## config.mk

```make
export PLATFORM = sky130hd
export DESIGN_NAME = cib_core
export DESIGN_NICKNAME = d
export VERILOG_FILES = /design/src/core/cib_pkg.sv /design/src/core/cib_apb.sv /design/src/core/cib_cond_eval.sv /design/src/core/cib_core.sv
export SDC_FILE = /design/constraint.sdc
export NUM_CORES = 1
export LEC_CHECK = 0
export BUFFER_PORTS_ARGS = -buffer_cell sky130_fd_sc_hd__buf_2
export CAP_MARGIN = 5
export CORE_MARGIN = 3
export CORE_UTILIZATION = 55
export CTS_CLUSTER_SIZE = 24
export DETAILED_ROUTE_END_ITERATION = 8
export PLACE_DENSITY = 0.83
export SLEW_MARGIN = 20
export SYNTH_ARGS = -nofsm -noshare
export SYNTH_HDL_FRONTEND = slang
export SYNTH_HIERARCHICAL = 1
export SYNTH_SLANG_ARGS = --single-unit
```

## constraint.sdc

```tcl
create_clock -name pclk -period 4 [get_ports pclk]
set_input_delay 0.8 -clock pclk [delete_from_list [all_inputs] [get_ports pclk]]
set_output_delay 0.8 -clock pclk [all_outputs]
set_load 0.02 [all_outputs]
```

## src/core/cib_pkg.sv

```systemverilog
package cib_pkg;

  // ----------------------------------------------------------------
  // Instruction field layout
  // ----------------------------------------------------------------
  localparam int         OP_HI       = 15;
  localparam int         OP4_LO      = 12;
  localparam int         OP5_LO      = 11;
  localparam logic [3:0] OP_MULTI    = 4'hc;
  localparam logic [3:0] OP_COND     = 4'hd;
  localparam logic [4:0] OP_UNCOND   = 5'h1c;
  localparam logic [3:0] OP_LONG     = 4'hf;
  localparam int         F_SEL       = 11;
  localparam int         F_BASE_HI   = 10;
  localparam int         F_BASE_LO   = 8;
  localparam int         F_COND_HI   = 11;
  localparam int         F_COND_LO   = 8;
  localparam int         F_OFF8_HI   = 7;
  localparam int         F_OFF11_HI  = 10;
  localparam logic [3:0] COND_UNDEF  = 4'he;
  localparam logic [3:0] COND_SWI    = 4'hf;

  // ----------------------------------------------------------------
  // Address arithmetic
  // ----------------------------------------------------------------
  localparam logic [31:0] PC_AHEAD    = 32'h0000_0004;
  localparam logic [31:0] INSTR_BYTES = 32'h0000_0002;
  localparam logic [31:0] WORD_BYTES  = 32'h0000_0004;
  localparam logic [31:0] SWI_VECTOR  = 32'h0000_0008;
  localparam logic [31:0] LINK_LSB    = 32'h0000_0001;
  localparam logic [3:0]  LINK_IDX    = 4'he;

  // ----------------------------------------------------------------
  // Cycle counts of the equivalent wide instructions
  // ----------------------------------------------------------------
  localparam int         CNT_W          = 2;
  localparam logic [1:0] CYC_TAKEN      = 2'h3;
  localparam logic [1:0] CYC_NOT_TAKEN  = 2'h1;
  localparam logic [1:0] CYC_SWI        = 2'h3;
  localparam logic [1:0] CYC_LONG_FIRST = 2'h1;
  localparam logic [1:0] CYC_LONG_SECND = 2'h3;

  // ----------------------------------------------------------------
  // APB register map
  // ----------------------------------------------------------------
  localparam int          APB_AW      = 12;
  localparam logic [11:0] REG_CTRL    = 12'h000;
  localparam logic [11:0] REG_STATUS  = 12'h004;
  localparam logic [11:0] REG_RETIRED = 12'h008;
  localparam logic [11:0] REG_LAST    = 12'h00c;
  localparam logic        CTRL_RESET  = 1'b1;

  typedef enum logic [2:0] {
    CIB_IDLE,
    CIB_EXEC,
    CIB_BASE,
    CIB_ISSUE,
    CIB_WAIT,
    CIB_WB
  } cib_state_e;

endpackage

```

## src/core/cib_apb.sv

```systemverilog
`timescale 1ns/1ps
`default_nettype none

module cib_apb
(
  input  wire logic                       pclk,
  input  wire logic                       presetn,
  input  wire logic                       psel,
  input  wire logic                       penable,
  input  wire logic                       pwrite,
  input  wire logic [cib_pkg::APB_AW-1:0] paddr,
  input  wire logic [31:0]                pwdata,
  output logic      [31:0]                prdata,
  output logic                            pready,
  output logic                            pslverr,
  output logic                            ctrl_en,
  input  wire logic                       busy,
  input  wire logic [2:0]                 fsm_state,
  input  wire logic [31:0]                retired,
  input  wire logic [15:0]                last_instr
);
  import cib_pkg::*;

  typedef struct packed {
    logic [31:0] prdata;
    logic        pready;
    logic        pslverr;
    logic        en;
  } cib_apb_s;

  cib_apb_s s;
  cib_apb_s next_s;

  always_comb
  begin
    next_s         = s;
    next_s.pready  = 1'b0;
    next_s.pslverr = 1'b0;
    // First access cycle: prepare the answer, given one cycle later
    if (psel && penable && !s.pready)
    begin
      next_s.pready = 1'b1;
      case (paddr)
        REG_CTRL:    next_s.prdata = {31'h0, s.en};
        REG_STATUS:  next_s.prdata = {28'h0, fsm_state, busy};
        REG_RETIRED: next_s.prdata = retired;
        REG_LAST:    next_s.prdata = {16'h0, last_instr};
        default:
        begin
          next_s.prdata  = 32'h0;
          next_s.pslverr = 1'b1;
        end
      endcase
    end
    // Writes land on the completing edge only
    if (psel && penable && s.pready && pwrite && paddr == REG_CTRL)
    begin
      next_s.en = pwdata[0];
    end
  end

  always_ff @(posedge pclk or negedge presetn)
  begin
    if (!presetn)
    begin
      s <= '{prdata: 32'h0, pready: 1'b0, pslverr: 1'b0, en: CTRL_RESET};
    end
    else
    begin
      s <= next_s;
    end
  end

  assign prdata  = s.prdata;
  assign pready  = s.pready;
  assign pslverr = s.pslverr;
  assign ctrl_en = s.en;

endmodule

`default_nettype wire

```

## src/core/cib_cond_eval.sv

```systemverilog
`timescale 1ns/1ps
`default_nettype none

module cib_cond_eval
(
  input  wire logic [3:0] cond,
  input  wire logic       flag_n,
  input  wire logic       flag_z,
  input  wire logic       flag_c,
  input  wire logic       flag_v,
  output logic            take
);
  import cib_pkg::*;

  always_comb
  begin
    case (cond)
      4'h0:    take = flag_z;
      4'h1:    take = !flag_z;
      4'h2:    take = flag_c;
      4'h3:    take = !flag_c;
      4'h4:    take = flag_n;
      4'h5:    take = !flag_n;
      4'h6:    take = flag_v;
      4'h7:    take = !flag_v;
      4'h8:    take = flag_c && !flag_z;
      4'h9:    take = !flag_c || flag_z;
      4'ha:    take = (flag_n == flag_v);
      4'hb:    take = (flag_n != flag_v);
      4'hc:    take = !flag_z && (flag_n == flag_v);
      4'hd:    take = flag_z || (flag_n != flag_v);
      default: take = 1'b0;
    endcase
  end

endmodule

`default_nettype wire

```

## src/core/cib_core.sv

```systemverilog
// How it works
// - Select bit 0: store each listed low register from base, then write base back.
// - Select bit 1: load each listed low register from base, then write base back.
// - Address steps one word per register; final address becomes the new base.
// - Each compact instruction takes as many cycles as its wide equivalent.
// - Branch targets use the instruction address plus one word.
// - Code 0000 branches on zero set, 0001 on zero clear.
// - Code 0010 branches on carry set, 0011 on carry clear.
// - Code 0100 branches on negative set, 0101 on negative clear.
// - Code 0110 branches on overflow set, 0111 on overflow clear.
// - 1000: carry set and zero clear; 1001: carry clear or zero set.
// - 1010: negative equals overflow; 1011: they differ.
// - 1100: zero clear and N equals V; 1101: zero set or N differs from V.
// - Condition code 1111 is the software interrupt, not a branch.
// - Conditional offset is a signed halfword count, doubled before adding.
// - Software interrupt leaves compact state for wide state and supervisor mode.
// - Software interrupt saves return address and status word, jumps to vector 0x8.
// - Software interrupt immediate is ignored by the hardware.
// - Unconditional branch adds the signed 11-bit field doubled; reach is 2048 bytes.
// - Long branch with link is two halves, told apart by the select bit.
// - First half: offset shifted left 12 plus program counter goes to link register.
// - Second half: link plus offset doubled to program counter; link gets next, bit 0 set.
`timescale 1ns/1ps
`default_nettype none

module cib_core
(
  input  wire logic                       pclk,
  input  wire logic                       presetn,
  input  wire logic                       psel,
  input  wire logic                       penable,
  input  wire logic                       pwrite,
  input  wire logic [cib_pkg::APB_AW-1:0] paddr,
  input  wire logic [31:0]                pwdata,
  output logic      [31:0]                prdata,
  output logic                            pready,
  output logic                            pslverr,
  input  wire logic                       instr_valid,
  input  wire logic [15:0]                instr,
  input  wire logic [31:0]                instr_addr,
  output logic                            instr_ready,
  input  wire logic                       flag_n,
  input  wire logic                       flag_z,
  input  wire logic                       flag_c,
  input  wire logic                       flag_v,
  input  wire logic [31:0]                current_status_word,
  input  wire logic [31:0]                link_register,
  output logic      [2:0]                 rf_rd_idx,
  input  wire logic [31:0]                rf_rd_data,
  output logic                            rf_we,
  output logic      [3:0]                 rf_wr_idx,
  output logic      [31:0]                rf_wr_data,
  output logic                            pc_load,
  output logic      [31:0]                program_counter,
  output logic                            saved_status_we,
  output logic      [31:0]                saved_status_word,
  output logic                            supervisor_mode,
  output logic                            wide_state,
  output logic                            mem_req,
  output logic                            mem_we,
  output logic      [31:0]                mem_addr,
  output logic      [31:0]                mem_wdata,
  input  wire logic [31:0]                mem_rdata,
  input  wire logic                       mem_ack
);
  import cib_pkg::*;

  // ----------------------------------------------------------------
  // State
  // ----------------------------------------------------------------
  typedef struct packed {
    cib_state_e       st;
    logic [CNT_W-1:0] cnt;
    logic             rdy;
    logic [2:0]       rb;
    logic [7:0]       list;
    logic             is_load;
    logic [31:0]      addr;
    logic [2:0]       rd_idx;
    logic             rf_we;
    logic [3:0]       rf_wr_idx;
    logic [31:0]      rf_wr_data;
    logic             pc_load;
    logic [31:0]      pc_value;
    logic             ss_we;
    logic [31:0]      ss_word;
    logic             sup;
    logic             wide;
    logic             mem_req;
    logic             mem_we;
    logic [31:0]      mem_wdata;
    logic [31:0]      retired;
    logic [15:0]      last;
  } cib_core_s;

  cib_core_s s;
  cib_core_s next_s;

  logic        ctrl_en;
  logic        cond_take;
  logic        accept;
  logic        is_multi;
  logic        is_cond;
  logic        is_swi;
  logic        is_undef;
  logic        is_uncond;
  logic        is_long;
  logic [3:0]  cond_code;
  logic [7:0]  off8;
  logic [10:0] off11;
  logic [31:0] pc_base;
  logic [31:0] next_addr;
  logic [31:0] cond_target;
  logic [31:0] uncond_target;
  logic [31:0] long_high;
  logic [31:0] long_target;

  // Lowest register still to move; increasing address order
  function automatic logic [2:0] lowest(input logic [7:0] l);
    logic [2:0] r;
    r = 3'h0;
    for (int i = 7; i >= 0; i--)
    begin
      if (l[i])
      begin
        r = 3'(i);
      end
    end
    return r;
  endfunction

  // ----------------------------------------------------------------
  // Submodules
  // ----------------------------------------------------------------
  cib_cond_eval u_cond
  (
    .cond   (cond_code),
    .flag_n (flag_n),
    .flag_z (flag_z),
    .flag_c (flag_c),
    .flag_v (flag_v),
    .take   (cond_take)
  );

  cib_apb u_apb
  (
    .pclk       (pclk),
    .presetn    (presetn),
    .psel       (psel),
    .penable    (penable),
    .pwrite     (pwrite),
    .paddr      (paddr),
    .pwdata     (pwdata),
    .prdata     (prdata),
    .pready     (pready),
    .pslverr    (pslverr),
    .ctrl_en    (ctrl_en),
    .busy       (s.st != CIB_IDLE),
    .fsm_state  (s.st),
    .retired    (s.retired),
    .last_instr (s.last)
  );

  // ----------------------------------------------------------------
  // Decode
  // ----------------------------------------------------------------
  assign cond_code = instr[F_COND_HI:F_COND_LO];
  assign off8      = instr[F_OFF8_HI:0];
  assign off11     = instr[F_OFF11_HI:0];
  assign accept    = instr_valid && s.rdy && (s.st == CIB_IDLE);
  assign is_multi  = (instr[OP_HI:OP4_LO] == OP_MULTI);
  assign is_cond   = (instr[OP_HI:OP4_LO] == OP_COND);
  assign is_swi    = is_cond && (cond_code == COND_SWI);
  assign is_undef  = is_cond && (cond_code == COND_UNDEF);
  assign is_uncond = (instr[OP_HI:OP5_LO] == OP_UNCOND);
  assign is_long   = (instr[OP_HI:OP4_LO] == OP_LONG);
  assign pc_base   = instr_addr + PC_AHEAD;
  assign next_addr = instr_addr + INSTR_BYTES;
  assign cond_target   = pc_base + {{23{off8[7]}}, off8, 1'b0};
  assign uncond_target = pc_base + {{20{off11[10]}}, off11, 1'b0};
  assign long_high     = pc_base + {{9{off11[10]}}, off11, 12'h0};
  assign long_target   = link_register + {20'h0, off11, 1'b0};

  // ----------------------------------------------------------------
  // Next state
  // ----------------------------------------------------------------
  always_comb
  begin
    next_s         = s;
    next_s.rf_we   = 1'b0;
    next_s.pc_load = 1'b0;
    next_s.ss_we   = 1'b0;
    next_s.sup     = 1'b0;
    next_s.wide    = 1'b0;
    case (s.st)
      CIB_IDLE:
      begin
        if (accept)
        begin
          next_s.last    = instr;
          next_s.retired = s.retired + 32'h1;
          next_s.st      = CIB_EXEC;
          next_s.cnt     = CYC_NOT_TAKEN;
          if (is_multi)
          begin
            next_s.is_load = instr[F_SEL];
            next_s.rb      = instr[F_BASE_HI:F_BASE_LO];
            next_s.list    = instr[F_OFF8_HI:0];
            next_s.rd_idx  = instr[F_BASE_HI:F_BASE_LO];
            next_s.st      = CIB_BASE;
          end
          else if (is_swi)
          begin
            // Immediate byte is not looked at
            next_s.rf_we      = 1'b1;
            next_s.rf_wr_idx  = LINK_IDX;
            next_s.rf_wr_data = next_addr;
            next_s.ss_we      = 1'b1;
            next_s.ss_word    = current_status_word;
            next_s.pc_load    = 1'b1;
            next_s.pc_value   = SWI_VECTOR;
            next_s.sup        = 1'b1;
            next_s.wide       = 1'b1;
            next_s.cnt        = CYC_SWI;
          end
          else if (is_cond && !is_undef && cond_take)
          begin
            next_s.pc_load  = 1'b1;
            next_s.pc_value = cond_target;
            next_s.cnt      = CYC_TAKEN;
          end
          else if (is_uncond)
          begin
            next_s.pc_load  = 1'b1;
            next_s.pc_value = uncond_target;
            next_s.cnt      = CYC_TAKEN;
          end
          else if (is_long && !instr[F_SEL])
          begin
            next_s.rf_we      = 1'b1;
            next_s.rf_wr_idx  = LINK_IDX;
            next_s.rf_wr_data = long_high;
            next_s.cnt        = CYC_LONG_FIRST;
          end
          else if (is_long)
          begin
            next_s.pc_load    = 1'b1;
            next_s.pc_value   = long_target;
            next_s.rf_we      = 1'b1;
            next_s.rf_wr_idx  = LINK_IDX;
            next_s.rf_wr_data = next_addr | LINK_LSB;
            next_s.cnt        = CYC_LONG_SECND;
          end
        end
      end
      CIB_EXEC:
      begin
        next_s.cnt = s.cnt - 2'h1;
        if (s.cnt == CYC_NOT_TAKEN)
        begin
          next_s.st = CIB_IDLE;
        end
      end
      CIB_BASE:
      begin
        next_s.addr   = rf_rd_data;
        next_s.rd_idx = lowest(s.list);
        next_s.st     = (s.list == 8'h0) ? CIB_WB : CIB_ISSUE;
      end
      CIB_ISSUE:
      begin
        next_s.mem_req   = 1'b1;
        next_s.mem_we    = !s.is_load;
        next_s.mem_wdata = rf_rd_data;
        next_s.st        = CIB_WAIT;
      end
      CIB_WAIT:
      begin
        if (mem_ack)
        begin
          next_s.mem_req = 1'b0;
          next_s.mem_we  = 1'b0;
          next_s.addr    = s.addr + WORD_BYTES;
          next_s.list    = s.list & ~(8'h1 << s.rd_idx);
          if (s.is_load)
          begin
            next_s.rf_we      = 1'b1;
            next_s.rf_wr_idx  = {1'b0, s.rd_idx};
            next_s.rf_wr_data = mem_rdata;
          end
          next_s.rd_idx = lowest(next_s.list);
          next_s.st     = (next_s.list == 8'h0) ? CIB_WB : CIB_ISSUE;
        end
      end
      CIB_WB:
      begin
        next_s.rf_we      = 1'b1;
        next_s.rf_wr_idx  = {1'b0, s.rb};
        next_s.rf_wr_data = s.addr;
        next_s.st         = CIB_IDLE;
      end
      default:
      begin
        next_s.st = CIB_IDLE;
      end
    endcase
    next_s.rdy = ctrl_en && (next_s.st == CIB_IDLE);
  end

  always_ff @(posedge pclk or negedge presetn)
  begin
    if (!presetn)
    begin
      s <= '0;
    end
    else
    begin
      s <= next_s;
    end
  end

  assign instr_ready       = s.rdy;
  assign rf_rd_idx         = s.rd_idx;
  assign rf_we             = s.rf_we;
  assign rf_wr_idx         = s.rf_wr_idx;
  assign rf_wr_data        = s.rf_wr_data;
  assign pc_load           = s.pc_load;
  assign program_counter   = s.pc_value;
  assign saved_status_we   = s.ss_we;
  assign saved_status_word = s.ss_word;
  assign supervisor_mode   = s.sup;
  assign wide_state        = s.wide;
  assign mem_req           = s.mem_req;
  assign mem_we            = s.mem_we;
  assign mem_addr          = s.addr;
  assign mem_wdata         = s.mem_wdata;
endmodule

`default_nettype wire

```

==> summary.md, run 1 <==
| Metric | Value |
|---|---|
| Most frequent cells in the layout | buf_2 (407), dfrtp_1 (272), nand2_1 (271), buf_4 (248), a21oi_1 (142) |
| CTS tree | yes |
| Post-synth top flop | dfrtp_1 |
| Synthesized area | approximately 19000 sq um |
| Final hold slack | 0.299 ns |
| Post-DP HPWL | 52600 microns |
| WP data required | 4.46 ns |
| Post-synth EDFFs | 0 |
| Status | complete, no violations |
| Reg2Reg Setup Slack | 1.12 ns |
| Largest net degree at the start of global routing | 100 |
| WP data arrival | approximately 4.4 ns |
| Maxcap violations | 0 |
| Largest cells by area after synthesis | dfrtp_1 (35%), buf_4 (6.6%), nand2_1 (5.2%) |
| Register area share after synthesis | around a third |
| Peak VDD IR | 0.367 mV |
| Placed inst area | roughly 22000 sq um |
| Min setup slack post-route | 0.116 ns |
| Final hold violations | 0 |
| Most common cell after layout, fill and taps aside | buf_2 |
| Final Skew | 0.0359 ns |
| Layout cells sized above 1 | 32.2% |
| Drt wl/cell | 21.9 microns |
| Max incr delay on CP | 0.43 ns |
| Crit-path most repeated cell | buf_4 |
| Final wirelength | 67800 microns |
| Min-delay worst type | in -> async |
| Setup CP Type | in -> reg |
| Worst r2r path cells | 9 |
| Syn Nets | 2488 |
| Leak | about 12 nW |
| Starting Density | between 50 and 60% |
| Peak Freq | 257 MHz |
| Sink Count | 273 |
| Top-area cell type share of the netlist area | between 30% and 40% |
| Worst setup SP type | input port |
| Final Cycle Share | between 90% and 100% |
| Reg-to-Reg Start | s[239] |
| Worst reg2reg endpoint | s[47] |
| Crit path cell chain | buf_2, ha_1, nand4_1, buf_4, buf_4, nor4_1, buf_4, xor2_1, ha_1, buf_4, a21oi_1, o21ai_0, a21o_1, a221oi_1, mux2i_1, o31ai_1 |
| Synthesized instance count | 2173 |
| Crit-path leading delay family | compound AO/OA/AOI/OAI gates |
| Least-Margin Pin Slew | 0.812 ns |
| Worst path slowest cell | nor4_1 |
| FF+latch count, synth | 273 |
| Total grt overflow | 0 |
| Worst-path clk slew | around 0.060 ns |
| FILL cells | 2816 |
| Total track usage | 34.4% |
| Pins Over Slew Limit | 0 |
| CTS Hold Bufs | 0 |
| Minimum clock period | 3.88 ns |
| Cell row count | 68 |
| Worst Setup End Kind | flip-flop |
| Worst-Skew Late Latency | 0.59 ns |
| Core box area | 34700 sq um |
| FFs w/ async S/R, synth | 100% |
| First-pass GRT wire length | 104000 microns |
| CP Max Fanout | 6 |
| Die area | 37600 sq um |
| Root buffer cell | clkbuf_16 |
| Cell taking the most area after synthesis | dfrtp_1 |
| Worst slew margin | 45.9% |
| Final setup viols | 0 |
| Worst Path Buf+Inv | 5 |
| Vias | 19041 |
| Die X | 194 microns |
| Setup crit start | instr_addr[3] |
| Detailed Route Iter0 Violations | 1783 |
| Fin cells | 3089 |
| Buffers on Ports | between 400 and 500 |
| Pre-CTS setup slack | -0.410 ns |
| Die Span Y | 194 microns |
| Inst Count DP | 3025 |
| PwrDens | 303 nW/um^2 |
| Max Root-Sink Buffers | 3 |
| Io pins | 440 |
| Final Instance Area | 23400 sq um |
| Drt drc | 0 |
| Syn Area/Cell | 8.95 sq um |
| Yosys warning total | 6 |
| Fin nets | 2918 |
| H-tree depth | 1 |
| Vias in the first global route | 18649 |
| Final GP Congestion | 1.00 |
| Synth unique cells | 95 |
| Initial antenna violation count | 8 |
| Area Overhead vs Synth | 20.5% |
| Routed Antenna Nets | 0 |
| 1st-pass router iterations | 8 |
| Unrepaired setup endpoints after global routing | false |
| Via density | 6.16 |
| Total CTS buffers | 30 |
-- registers in the layout, indices dropped and copies added, names as in the netlist, 3 cells and up --
name / flops
rf_wr_data: 32
rf_rd_idx: 3
saved_status_word: 32
u_apb/prdata: 32
mem_wdata: 32
s: 65
rf_wr_idx: 4
program_counter: 32
mem_addr: 32
-- final cells by class --
cell class                 instances  area (sq um)  area share, %
sequential                       273          6830           29.2
clock inverter                     9          95.1          0.406
inverter                          35           131          0.561
tap                              455           569           2.43
multi-input combinational       1605         10900           46.5
antenna                            8          20.0         0.0855
clock buffer                      46           921           3.93
timing repair buffer             658          3950           16.9
-- worst reg2reg max path: stages (launching register included) --
cell,delay [ns]
dfrtp_1,0.53
nor3_2,0.29
and3_1,0.40
buf_4,0.30
nand3_1,0.14
or2_2,0.35
nor3_2,0.34
nand2_1,0.10
nor2_1,0.14
xor2_1,0.18
-- worst max path at each step --
stage,endpoint,cells past startpoint
after floorplan,program_counter[26],18
after global placement,program_counter[31],16
after detailed placement,program_counter[26],15
after CTS,program_counter[26],15
after global routing,program_counter[31],16
final,program_counter[31],16
-- power breakdown --
group,leakage (nW),internal [mW],switching (mW)
sequential,3.66,2.78,0.0102
clock,0.501,1.65,1.17
combinational,7.34,0.640,0.849
-- layer usage --
layer  GRT usage (%)  wire (microns)
met4            16.3            3790
met1            45.7           26900
met5               0               0
met2            55.5           31100
met3            5.32            6050
-- kinds of logic (layout without fill, tap and decap cells) --
logic type               after synthesis  count (layout)  synth area share (%)
XOR/XNOR                             182             182                  8.24
adder cells (fa/ha/maj)               84              84                  5.52
AND/OR/NAND/NOR                      688             688                  17.2
multiplexers                          92              92                  5.26
other                                  0               8                     0
buffers and inverters                295             748                  9.27
flip-flops                           273             273                  35.1
AO/OA/AOI/OAI                        559             559                  19.4
-- per-stage QoR --
| step | setup TNS, ns | util, % | power [mW] |
|---|---|---|---|
| floorplan | 0 | - | 3.59 |
| global placement | -5.18 | 64.4 | 4.26 |
| detailed placement | -6.58 | 64.4 | 4.29 |
| CTS | 0 | 67.3 | 7.10 |
| global route | 0 | 67.5 | 7.34 |
| finish | 0 | 67.5 | 7.10 |
-- Yosys cell counts (all sizes together) (9+ instances only) --
cell	n
nor2b	13
inv	34
nand3	62
a211oi	11
a22oi	22
buf	199
or2	9
nor3	36
a222oi	26
nand2b	12
a21oi	144
clkbuf	61
mux2i	19
dfrtp	272
a21o	29
o211ai	10
o22ai	17
nor2	134
xnor2	98
o21ai	132
mux2	72
nand2	272
o31ai	30
o21a	14
ha	81
and3	41
xor2	84
a221oi	16
nand3b	9
and4	11
nor4	11
a31oi	20
and2	12
nand4	37
a22o	32
-- timing repair --
| item | 4_1_cts | 5_1_grt |
|---|---|---|
| endpoints found under the hold margin | 0 | 0 |
| endpoints found under the setup margin | 0 | 4 |
| resized for setup | 0 | 3 |
| setup buffers | 0 | 1 |
No activity file was read; power rests on OpenSTA's default activity.
==> run 2, diff against run 1 <==
- clock period: 4 -> 4.78 ns (I/O delays scaled with it)
==> run 2 against run 1 <==
Against the previous run:
- the flow now finishes with violations (DRC)
- final cell count is 4.9% lower
- combinational power is 26% lower
- die area stayed put
- clock skew is 0.026 ns lower
- via count is 3.5% lower
- largest power group unchanged
- first-iteration DRC count is 25% higher
- cell area is 4.8% lower
==> summary.md, run 2 (synthesis results as in run 1) <==
| Metric | Value |
|---|---|
| Crit-path leading delay family | simple AND/OR/NAND/NOR gates (was compound AO/OA/AOI/OAI gates) |
| Post-DP HPWL | 49600 microns (was 52600 microns) |
| Minimum clock period | 4.19 ns |
| Worst Setup End Kind | flip-flop (unchanged) |
| Routed Antenna Nets | 0 (unchanged) |
| Die Span Y | 194 microns (unchanged) |
| Most common cell after layout, fill and taps aside | buf_2 (unchanged) |
| CP Max Fanout | 6 (unchanged) |
| Drt drc | 6 (was 0) |
| Placed inst area | 21100 sq um (was 22400 sq um) |
| Maxcap violations | 0 (unchanged) |
| Detailed Route Iter0 Violations | 2228 (was 1783) |
| Worst Path Buf+Inv | 1 (was 5) |
| Setup TNS | 0 ns (unchanged) |
| Starting Density | 56.0% (unchanged) |
| Status | complete, but fails checks (was complete, no violations) |
| Area Overhead vs Synth | 14.6% (was 20.5%) |
| Layout cells sized above 1 | 27.9% (was 32.2%) |
| Post-CTS setup repair buffer count | 0 (unchanged) |
| Final Instance Area | 22300 sq um (was 23400 sq um) |
| Core box area | 34700 sq um (unchanged) |
| 1st-pass router iterations | 9 (was 8) |
| Die area | 37600 sq um (unchanged) |
| Max incr delay on CP | 0.36 ns (was 0.43 ns) |
| Peak Freq | 239 MHz |
| Total track usage | 32.7% (was 34.4%) |
| Io pins | 440 (unchanged) |
| Root buffer cell | clkbuf_16 (unchanged) |
| Drt wl/cell | 22.0 microns (was 21.9 microns) |
| Final setup viols | 0 (unchanged) |
| Pins Over Slew Limit | 0 (unchanged) |
| Total CTS buffers | 30 (unchanged) |
| Fin nets | 2765 (was 2918) |
| Most frequent cells in the layout | buf_2 (407), dfrtp_1 (272), nand2_1 (271), a21oi_1 (142), nor2_1 (131) (was buf_2 (407), dfrtp_1 (272), nand2_1 (271), buf_4 (248), a21oi_1 (142)) |
| Worst path slowest cell | ha_1 (was nor4_1) |
| Crit-path most repeated cell | nand3_1 (was buf_4) |
| First-pass GRT wire length | 99300 microns (was 104000 microns) |
| H-tree depth | 1 (unchanged) |
| Vias | 18383 (was 19041) |
| Post-CTS Resized | 0 (unchanged) |
| Worst-path clk slew | 0.06 ns (about the same) |
| Initial antenna violation count | 8 (unchanged) |
| Die X | 194 microns (unchanged) |
| Final Skew | 0.00954 ns (was 0.0359 ns) |
| WP data arrival | 4.63 ns (was 4.35 ns) |
| Final Cycle Share | 87.7% |
| Leak | 10.8 nW (was 11.5 nW) |
| Final hold violations | 0 (unchanged) |
| Vias in the first global route | 17698 (was 18649) |
| Unrepaired setup endpoints after global routing | false (unchanged) |
| Max Root-Sink Buffers | 3 (unchanged) |
| Total grt overflow | 0 (unchanged) |
| Peak VDD IR | 0.286 mV (was 0.367 mV) |
| Worst-Skew Late Latency | 0.56 ns (was 0.59 ns) |
| CTS tree | yes (unchanged) |
| WP data required | 5.22 ns (was 4.46 ns) |
| Failing checks | DRC |
| PwrDens | 270 nW/um^2 (was 303 nW/um^2) |
| Largest net degree at the start of global routing | 105 (was 100) |
| Crit path cell chain | buf_2, and3_1, nand3_1, nor2_1, nand3_1, nor2_1, nand3_1, xnor2_1, ha_1, and3_1, and4_1, a32o_1, a41o_1, a22o_4, a211oi_2, xnor2_1, a211oi_2, o21ai_1 (was buf_2, ha_1, nand4_1, buf_4, buf_4, nor4_1, buf_4, xor2_1, ha_1, buf_4, a21oi_1, o21ai_0, a21o_1, a221oi_1, mux2i_1, o31ai_1) |
| Worst setup SP type | input port (unchanged) |
| Via density | 6.26 (was 6.16) |
| Inst Count DP | 2873 (was 3025) |
| Fin cells | 2938 (was 3089) |
| Worst slew margin | 35.2% (was 45.9%) |
| Buffers on Ports | 408 (unchanged) |
| Least-Margin Pin Slew | 0.967 ns (was 0.812 ns) |
| Min-delay worst type | in -> async (unchanged) |
| Final GP Congestion | 1.02 (was 1.00) |
| CTS Hold Bufs | 0 (unchanged) |
| Sink Count | 273 (unchanged) |
| Final wirelength | 64800 microns (was 67800 microns) |
| Reg2Reg Setup Slack | 1.53 ns (was 1.12 ns) |
| Top reg by flops | s (unchanged) |
| Setup CP Type | in -> reg (unchanged) |
| Cell row count | 68 (unchanged) |
| Max reg flops | 65 (unchanged) |
## run 2: metrics by stage
stage	hold WS, ns	setup slack (ns)	utilization, %	power, mW
after detailed placement	0.459	0.0675	60.9	3.45
final	0.381	0.589	64.2	6.01
after CTS	0.442	0.638	64.1	6.02
after floorplan	0.440	0.353	-	3.00
after global placement	0.452	0.104	60.9	3.43
after global routing	0.441	0.366	64.2	6.23
## run 2: where the power goes
part           switching (mW)  leakage [nW]  total (mW)  internal [mW]
Combinational           0.671          6.59        1.10          0.430
Sequential            0.00859          3.66        2.33           2.33
Clock                    1.00         0.534        2.57           1.57
## run 2: worst paths after layout
path                                from  cells past startpoint             endpoint
hold reg to reg             rf_wr_idx[2]                      2         rf_wr_idx[2]
hold / removal                   presetn                      1                s[39]
setup reg to reg                  s[238]                      7        rf_wr_data[7]
min in group pclk           rf_wr_idx[2]                      2         rf_wr_idx[2]
max in group asynchronous        presetn                      2  program_counter[24]
setup / recovery           instr_addr[4]                     18  program_counter[26]
## run 2: final cells by class
class	instances	area, sq um
multi-input combinational	1605	10800
sequential	273	6830
tap	455	569
timing repair buffer	505	2790
fill	2874	12400
antenna	9	22.5
clock buffer	35	831
inverter	35	131
clock inverter	21	285
## run 2: routing by layer
metal	share of wire [%]	vias up	track usage (%)
met5	0	-	0
met2	47	1105	52.7
met4	5.4	0	16.4
met1	38	8783	42.7
li1	-	8281	-
met3	9.5	214	5.98
